$ cat config.mk
export PLATFORM = sky130hd
export DESIGN_NAME = odsc_decode
export DESIGN_NICKNAME = d
export VERILOG_FILES = /design/src/odsc_pkg.sv /design/src/odsc_decode.sv
export SDC_FILE = /design/constraint.sdc
export NUM_CORES = 1
export LEC_CHECK = 0
export ABC_AREA = 0
export BUFFER_PORTS_ARGS = -buffer_cell sky130_fd_sc_hd__buf_2
export CORE_MARGIN = 1
export CORE_UTILIZATION = 30
export CTS_BUF_LIST = sky130_fd_sc_hd__clkbuf_4
export CTS_CLUSTER_DIAMETER = 100
export CTS_CLUSTER_SIZE = 30
export DETAILED_ROUTE_END_ITERATION = 12
export HOLD_SLACK_MARGIN = 0.12
export SKIP_LAST_GASP = 1
export SYNTH_ARGS = -nofsm -noshare
export SYNTH_HDL_FRONTEND = slang
export SYNTH_SLANG_ARGS = --single-unit
$ cat constraint.sdc
create_clock -name mclk -period 1.3 [get_ports mclk]
set_input_delay 0.195 -clock mclk [delete_from_list [all_inputs] [get_ports mclk]]
set_output_delay 0.195 -clock mclk [all_outputs]
set_load 0.1 [all_outputs]
$ cat src/odsc_pkg.sv
/*
 package of the opcode decode and state count block: opcode fields,
 instruction classes, cycle-type state costs and the decode result struct.
 assumes a single cpu clock and the cpu reset.
*/
// Behaviour
// - the opcode that picks the class is bits 15 to 8 of the first word.
// - a shared map cell picks its first instruction when bit 7 is 0, else the second.
// - push and pop have no codes of their own and decode as register-memory moves.
// - execution states, except for the block copy, are the sum over six cycle types of count times state cost.
// - fetch from on-chip rom and byte access to on-chip ram cost 2 states each.
// - branch-address read from rom and stack access to ram cost 2 states each.
// - an internal cycle costs 1 state; a peripheral byte access costs 2 or 3.
// - the block copy takes 4n + 9 states, n being the low byte of the count register.
package odsc_pkg;
   localparam int OP_HI = 15;
   localparam int OP_LO = 8;
   localparam int SEL_BIT = 7;
   localparam logic [2:0] COST_MEM = 3'h2;
   localparam logic [2:0] COST_INT = 3'h1;
   localparam logic [2:0] COST_PER_FAST = 3'h2;
   localparam logic [2:0] COST_PER_SLOW = 3'h3;
   localparam logic [3:0] CPY_BASE = 4'h9;
   localparam int CPY_SHIFT = 2;
   localparam int CW = 4;
   localparam int SW = 12;
   localparam logic [7:0] OPC_CPY = 8'h7b;
   localparam logic [7:0] OPC_CALL_IND = 8'h5f;
   localparam logic [7:0] OPC_CALL_ABS = 8'h5e;
   localparam logic [7:0] OPC_CALL_REG = 8'h5d;
   localparam logic [7:0] OPC_BIT_SET_OP_RD = 8'h7d;
   localparam logic [7:0] OPC_BIT_SET_OP_AA = 8'h7f;
   localparam logic [3:0] NIB_BRANCH = 4'h4;
   localparam logic [3:0] NIB_MOVIMM = 4'hf;
   localparam logic [7:0] OPC_MOVIND = 8'h6d;
   localparam logic [7:0] OPC_NOP = 8'h00;
   typedef enum logic [2:0] {
      ODSC_CLS_ALU, ODSC_CLS_MOVE, ODSC_CLS_BRANCH, ODSC_CLS_CALL,
      ODSC_CLS_BIT, ODSC_CLS_COPY, ODSC_CLS_CTRL
   } odsc_cls_t;
   typedef struct packed {
      logic [CW-1:0] fetch;
      logic [CW-1:0] brRead;
      logic [CW-1:0] stack;
      logic [CW-1:0] byteAcc;
      logic [CW-1:0] wordAcc;
      logic [CW-1:0] internal;
   } odsc_counts_t;
   typedef struct packed {
      odsc_cls_t cls;
      logic second;
      logic [7:0] opcode;
   } odsc_dec_t;
endpackage : odsc_pkg

$ cat src/odsc_decode.sv
/*
 opcode decoder and state counter; result registered one cycle after valid.
 assumes the fetch unit presents whole first words and the count register low
 byte, and that the sequencer reports peripheral slowness per byte access.
*/
`timescale 1ns/100ps
module odsc_decode
(
   input wire logic mclk,
   input wire logic arst_n,
   input wire logic clkEn,
   input wire logic instValid,
   input wire logic [15:0] instWord,
   input wire logic [7:0] copyCountLowByte,
   input wire logic byteToPeriph,
   input wire logic periphSlow,
   output odsc_pkg::odsc_dec_t decOut,
   output odsc_pkg::odsc_counts_t countsOut,
   output logic [odsc_pkg::SW-1:0] statesOut,
   output logic decValid
);
   import odsc_pkg::*;
   odsc_dec_t dec, next_dec;
   odsc_counts_t cnt, next_cnt;
   logic [SW-1:0] states, next_states;
   logic valid, next_valid;
   logic [7:0] opc;
   logic [2:0] costL;
   assign decOut = dec;
   assign countsOut = cnt;
   assign statesOut = states;
   assign decValid = valid;

   // constants must fit the fields that use them
   if (SW < 11)
   begin : g_sw_check
      $error("state width cannot hold the longest block copy");
   end
   if (OP_HI - OP_LO != 7)
   begin : g_op_check
      $error("opcode field must be one byte");
   end
   if (CW < 2)
   begin : g_cw_check
      $error("cycle count width too narrow");
   end
   if (SEL_BIT >= OP_LO)
   begin : g_sel_check
      $error("select bit must lie in the second byte");
   end

   always_comb
   begin
      opc = instWord[OP_HI:OP_LO];
      next_valid = instValid;
      next_dec = '{cls: ODSC_CLS_ALU, second: instWord[SEL_BIT],
         opcode: opc};
      next_cnt = '{fetch: CW'(1), default: '0};
      if (opc[7:4] == NIB_BRANCH)
      begin
         next_dec.cls = ODSC_CLS_BRANCH;
         next_cnt.fetch = CW'(2);
      end
      else if (opc == OPC_CALL_IND)
      begin
         next_dec.cls = ODSC_CLS_CALL;
         next_cnt.fetch = CW'(2);
         next_cnt.brRead = CW'(1);
         next_cnt.stack = CW'(1);
      end
      else if (opc == OPC_CALL_ABS || opc == OPC_CALL_REG)
      begin
         next_dec.cls = ODSC_CLS_CALL;
         next_cnt.fetch = (opc == OPC_CALL_ABS) ? CW'(2) : CW'(1);
         next_cnt.stack = CW'(1);
         next_cnt.internal = (opc == OPC_CALL_ABS) ? CW'(2) : CW'(0);
      end
      else if (opc == OPC_CPY)
      begin
         next_dec.cls = ODSC_CLS_COPY;
         next_cnt.fetch = CW'(2);
      end
      else if (opc == OPC_BIT_SET_OP_RD || opc == OPC_BIT_SET_OP_AA)
      begin
         next_dec.cls = ODSC_CLS_BIT;
         next_cnt.fetch = CW'(2);
         next_cnt.byteAcc = CW'(2);
      end
      else if (opc == OPC_MOVIND || opc[7:4] == NIB_MOVIMM)
      begin
         // push and pop arrive here as ordinary indirect moves
         next_dec.cls = ODSC_CLS_MOVE;
         next_cnt.wordAcc = (opc == OPC_MOVIND) ? CW'(1) : CW'(0);
         next_cnt.internal = (opc == OPC_MOVIND) ? CW'(2) : CW'(0);
      end
      else if (opc == OPC_NOP)
         next_dec.cls = ODSC_CLS_CTRL;
      costL = byteToPeriph ? (periphSlow ? COST_PER_SLOW : COST_PER_FAST)
                           : COST_MEM;
      if (next_dec.cls == ODSC_CLS_COPY)
         next_states = SW'({copyCountLowByte, 2'h0}) + SW'(CPY_BASE);
      else
         next_states = SW'(next_cnt.fetch) * SW'(COST_MEM)
            + SW'(next_cnt.brRead) * SW'(COST_MEM)
            + SW'(next_cnt.stack) * SW'(COST_MEM)
            + SW'(next_cnt.byteAcc) * SW'(costL)
            + SW'(next_cnt.wordAcc) * SW'(COST_MEM)
            + SW'(next_cnt.internal) * SW'(COST_INT);
   end
   always_ff @(posedge mclk or negedge arst_n)
   begin
      if (!arst_n)
      begin
         dec <= '{cls: ODSC_CLS_CTRL, second: 1'b0, opcode: 8'h00};
         cnt <= '0;
         states <= '0;
         valid <= 1'b0;
      end
      else if (clkEn)
      begin
         dec <= next_dec;
         cnt <= next_cnt;
         states <= next_states;
         valid <= next_valid;
      end
   end
   AST_OPC: assert property (@(posedge mclk) disable iff (!arst_n)
      clkEn && instValid |=> decOut.opcode == $past(instWord[15:8]))
      else $error("opcode not taken from high byte");
   AST_SEL: assert property (@(posedge mclk) disable iff (!arst_n)
      clkEn && instValid |=> decOut.second == $past(instWord[7]))
      else $error("pair select not bit 7");
   AST_CPY: assert property (@(posedge mclk) disable iff (!arst_n)
      clkEn && instValid && instWord[15:8] == 8'h7b |=>
      statesOut == 12'(4 * $past(copyCountLowByte) + 9))
      else $error("block copy state count wrong");
   AST_BIT_SET_OP: assert property (@(posedge mclk) disable iff (!arst_n)
      clkEn && instValid && instWord[15:8] == 8'h7f && !byteToPeriph |=>
      statesOut == 12'h008)
      else $error("bit set example not 8 states");
   AST_CALL: assert property (@(posedge mclk) disable iff (!arst_n)
      clkEn && instValid && instWord[15:8] == 8'h5f |=> statesOut == 12'h008)
      else $error("indirect call not 8 states");
   AST_PER: assert property (@(posedge mclk) disable iff (!arst_n)
      clkEn && instValid && instWord[15:8] == 8'h7d && byteToPeriph
      && periphSlow |=> statesOut == 12'h00a)
      else $error("slow peripheral access cost wrong");
   AST_MOVE: assert property (@(posedge mclk) disable iff (!arst_n)
      clkEn && instValid && instWord[15:8] == 8'h6d |=>
      decOut.cls == ODSC_CLS_MOVE && statesOut == 12'h006)
      else $error("stack move not decoded as move");
   AST_SUM: assert property (@(posedge mclk) disable iff (!arst_n)
      decValid && decOut.cls == ODSC_CLS_BRANCH |->
      statesOut == 12'(2 * countsOut.fetch))
      else $error("state sum mismatch");
   AST_HOLD: assert property (@(posedge mclk) disable iff (!arst_n)
      !clkEn |=> $stable(countsOut) && $stable(statesOut))
      else $error("counts moved while frozen");

   AST_VALID: assert property (@(posedge mclk) disable iff (!arst_n)
      clkEn |=>
      decValid == $past(instValid))
      else $error("valid not a registered copy");

   AST_BRANCH: assert property (@(posedge mclk) disable iff (!arst_n)
      clkEn && instValid && instWord[OP_HI:OP_HI-3] == NIB_BRANCH |=>
      decOut.cls == ODSC_CLS_BRANCH && countsOut.fetch == CW'(2)
      && statesOut == 12'h004)
      else $error("branch not two fetches");

   AST_CALLABS: assert property (@(posedge mclk) disable iff (!arst_n)
      clkEn && instValid && instWord[OP_HI:OP_LO] == OPC_CALL_ABS |=>
      countsOut.stack == CW'(1) && countsOut.internal == CW'(2)
      && statesOut == 12'h008)
      else $error("absolute call state count wrong");

   AST_CALLREG: assert property (@(posedge mclk) disable iff (!arst_n)
      clkEn && instValid && instWord[OP_HI:OP_LO] == OPC_CALL_REG |=>
      decOut.cls == ODSC_CLS_CALL && countsOut.stack == CW'(1)
      && statesOut == 12'h004)
      else $error("register call state count wrong");

   AST_CALLJ: assert property (@(posedge mclk) disable iff (!arst_n)
      clkEn && instValid && instWord[OP_HI:OP_LO] == OPC_CALL_IND |=>
      countsOut.fetch == CW'(2) && countsOut.brRead == CW'(1)
      && countsOut.stack == CW'(1))
      else $error("indirect call cycle counts wrong");

   AST_NOP: assert property (@(posedge mclk) disable iff (!arst_n)
      clkEn && instValid && instWord[OP_HI:OP_LO] == OPC_NOP |=>
      decOut.cls == ODSC_CLS_CTRL && countsOut.fetch == CW'(1)
      && statesOut == 12'h002)
      else $error("no-operation not one fetch");

   AST_MOVIMM: assert property (@(posedge mclk) disable iff (!arst_n)
      clkEn && instValid && instWord[OP_HI:OP_HI-3] == NIB_MOVIMM |=>
      decOut.cls == ODSC_CLS_MOVE && countsOut.wordAcc == CW'(0)
      && statesOut == 12'h002)
      else $error("immediate move decode wrong");

   AST_PUSH: assert property (@(posedge mclk) disable iff (!arst_n)
      clkEn && instValid && instWord[OP_HI:OP_LO] == OPC_MOVIND |=>
      countsOut.wordAcc == CW'(1) && countsOut.internal == CW'(2)
      && countsOut.stack == CW'(0))
      else $error("stack move counted apart from move");

   AST_FAST: assert property (@(posedge mclk) disable iff (!arst_n)
      clkEn && instValid && instWord[OP_HI:OP_LO] == OPC_BIT_SET_OP_RD
      && byteToPeriph && !periphSlow |=>
      statesOut == 12'h008)
      else $error("fast peripheral access cost wrong");

   AST_BITMEM: assert property (@(posedge mclk) disable iff (!arst_n)
      clkEn && instValid && instWord[OP_HI:OP_LO] == OPC_BIT_SET_OP_RD
      && !byteToPeriph |=>
      countsOut.byteAcc == CW'(2) && statesOut == 12'h008)
      else $error("bit operation on memory not 8 states");

   AST_CPYCNT: assert property (@(posedge mclk) disable iff (!arst_n)
      clkEn && instValid && instWord[OP_HI:OP_LO] == OPC_CPY |=>
      decOut.cls == ODSC_CLS_COPY && countsOut.fetch == CW'(2)
      && decOut.second == $past(instWord[SEL_BIT]))
      else $error("block copy decode wrong");

   AST_ALU: assert property (@(posedge mclk) disable iff (!arst_n)
      clkEn && instValid && instWord[OP_HI:OP_HI-3] == 4'h8 |=>
      decOut.cls == ODSC_CLS_ALU && countsOut.fetch == CW'(1)
      && statesOut == 12'h002)
      else $error("alu class decode wrong");
endmodule : odsc_decode

==> flow_metrics.tcl <==
set metrics [dict create \
    outcome "complete, but fails checks" \
    violations "setup timing" \
    cp_cell_sequence "buf_6 -> nand2b_4 -> nor4_4 -> and3_4 -> ha_4 -> fa_1 -> ha_4 -> ha_4 -> nand2_4 -> o31ai_4 -> mux2i_1 -> o311ai_1" \
    grt_first_pass_wirelength_mm 7.62 \
    fillers 537 \
    layout.nets 313 \
    regArea_sq_um 778 \
    clock_sinks 31 \
    worstHoldEndpoint "decOut[0]" \
    chipWidth_um 82.1 \
    synth_cell_types 46 \
    critical_path_required_ns 1.52 \
    clock_tree.root_cell "clkbuf_4" \
    fmax_mhz 383 \
    ys_warn_count 0 \
    dp_hpwl_mm 3.39 \
    ff2ff_path_depth 2 \
    num_io_pins 79 \
    grt-ovfl-total 0 \
    ys_seq_area_share_pct 40.4 \
    final_common_cell "buf_4" \
    endpoint_kind "flop" \
    setup_tns_ns -5.98 \
    ys_ff_latch 31 \
    crit_buf_inv 1 \
    drive_above_1_share_pct 50.6 \
    cts_max_level 2 \
    clk_pin_slew_ns 0.11 \
    hold_violations 0 \
    clk_path_buf_depth 2 \
    grt_pass1_vias 1595 \
    multi_input_area_sq_um 1160 \
    rr_endpoint "decOut[11]" \
    cp.arrival_ns 2.83 \
    antenna_found_initial 0 \
    track_usage_pct 15.2 \
    avgSynthCellArea_sq_um 10.8 \
    die_area_sq_um 6740 \
    syn_inst 179 \
    wl_per_cell_um 13.3 \
    dieHeight_um 82.1 \
    period_share_pct 201 \
    path_class "in2reg" \
    numCtsBuffers 5 \
    p_per_area_nw_per_um2 957 \
    ys.flop_type "dfrtp_1" \
    slowest_delay_ns 0.42 \
    crit_family "adder cells" \
    cp_slowest_cell "fa_1" \
    setup_viol 5 \
    rows 28 \
    routed_wl_mm 4.59 \
    antenna_cells 0 \
    insertion_delay_ns 0.33 \
    netlist_area_sq_um 1920 \
    synth-edff-count 0 \
    worstSetupStartpointType "primary input" \
    drv_slew 0 \
    async_reset_ff_share_pct 100 \
    avgViaCountPerCell 4.55 \
    hold_depth 2 \
    syn2layout_area_growth_pct 57.3 \
    reg2reg_slack_ns 0.47 \
    hp-class "in2reg" \
    cpMostUsedCell "ha_4" \
    period_needed_ns 2.61 \
    drc 0 \
    fin_ws_ns -1.31 \
    p_leak_nw 1.44 \
    io_buffers 53 \
    dr.first_iter.drc_count 81 \
    fin_hold_ws_ns 0.151 \
    drt_first_pass_iters 4 \
    rsz0062_at_grt "yes" \
    start_util_pct 31.8 \
    ant_nets 0 \
    fin_skew_ns 0 \
    peakVddDrop_mv 0.505 \
    r2r-start "decOut[11]" \
    place_congestion 0.760 \
    core-area_sq_um 6060 \
    grt_max_degree 34 \
    cap_violations 0 \
    min_from "instWord[8]" \
    cts_tree "built" \
    cp_max_fo 4 \
    route.vias.total 1576 \
    final_cell_mix "buf_4 (47), dfrtp_1 (29), buf_2 (19)" \
]
==> synthesized netlist by cell type (2+ instances only) <==
cell type	instances	share of area [%]
dfrtp_1	29	38
buf_4	18	7.0
mux2_2	15	8.8
nand2_1	14	2.7
ha_1	11	7.2
nor2_1	10	2.0
nand3_1	9	2.3
inv_1	6	1.2
and3_1	4	1.3
clkbuf_1	4	0.78
nor3_1	4	1.0
o21ai_0	4	1.0
o2bb2ai_1	4	1.8
xnor2_1	4	1.8
a31oi_1	3	0.98
nand2b_1	3	0.98
a21o_1	2	0.78
buf_2	2	0.52
dfstp_2	2	2.7
fa_1	2	2.1
mux2i_1	2	1.0
o22a_1	2	0.91
xor2_1	2	0.91
==> state kept, by name, indices dropped and copies added, names as in the netlist <==
signal and count:
decOut 12, statesOut 11, countsOut 7, decValid 1
==> through the flow <==
step	std cells	instance area, sq um	setup slack (ns)	utilization, %	power (mW)
after floorplan	196	2080	-1.52	-	1.86
after global placement	328	2760	-1.66	45.5	2.10
after detailed placement	328	2760	-1.72	45.5	2.10
after CTS	344	2960	-1.27	48.9	2.91
after global routing	346	3030	-1.38	50.0	3.02
final	346	3030	-1.31	50.0	2.90
==> report_power, final <==
| part | leakage (nW) | internal (mW) | switching (mW) |
|---|---|---|---|
| logic | 1.00 | 0.290 | 0.792 |
| registers | 0.392 | 1.02 | 0.0401 |
| clock network | 0.0426 | 0.395 | 0.362 |
| total | 1.44 | 1.70 | 1.19 |
==> repair_timing <==
action / in CTS / in global routing
gates resized for setup: 21 / 12
cloned: 0 / 0
endpoints found under the hold margin: 32 / 0
hold buffers: 4 / 0
endpoints found under the setup margin: 21 / 11
setup buffers: 4 / 2
pin swaps: 11 / 13
==> routing by layer <==
| metal | share of wire, % | routed length (um) | up-vias | global-route usage, % |
|---|---|---|---|---|
| li1 | - | - | 786 | - |
| met1 | 46 | 2100 | 746 | 20.1 |
| met2 | 48 | 2210 | 37 | 24.1 |
| met3 | 5.0 | 229 | 7 | 4.40 |
| met4 | 1.2 | 57 | 0 | 4.21 |
| met5 | 0 | 0 | - | 0 |
==> cell families (layout without fill, tap and decap cells) <==
| family | Yosys count | count (layout) | synth area share, % |
|---|---|---|---|
| flops | 31 | 31 | 40.4 |
| xor+xnor | 6 | 6 | 2.73 |
| other cells | 1 | 18 | 0.195 |
| mux | 17 | 17 | 9.82 |
| buf+inv | 31 | 106 | 10.1 |
| fa+ha+maj | 13 | 13 | 9.23 |
| simple gates | 54 | 54 | 16.2 |
| compound gates | 26 | 26 | 11.3 |
==> worst max path at each step <==
stage                 start      endpoint  slack [ns]  cells after the start
3_5_place_dp   instWord[15]  statesOut[3]       -1.72                     12
3_3_place_gp   instWord[13]  statesOut[3]       -1.66                     12
2_1_floorplan  instWord[15]  statesOut[3]       -1.52                     11
5_1_grt        instWord[15]  statesOut[3]       -1.38                     12
6_report       instWord[15]  statesOut[3]       -1.31                     12
4_1_cts        instWord[13]  statesOut[5]       -1.27                     13
==> layout make-up <==
cell class	count	share of cell area, %
multi-input cells	134	38.4
repair buffers	92	29.5
flip-flops and latches	31	25.7
well taps	75	3.10
clock inverters	3	1.28
clock buffers	5	1.24
inverters	6	0.744
==> worst reg2reg max path: stages (launching register included) <==
cell     delay [ns]
dfstp_2        0.58
inv_1          0.06
o32ai_2        0.11
No activity file was read; power rests on OpenSTA's default activity.
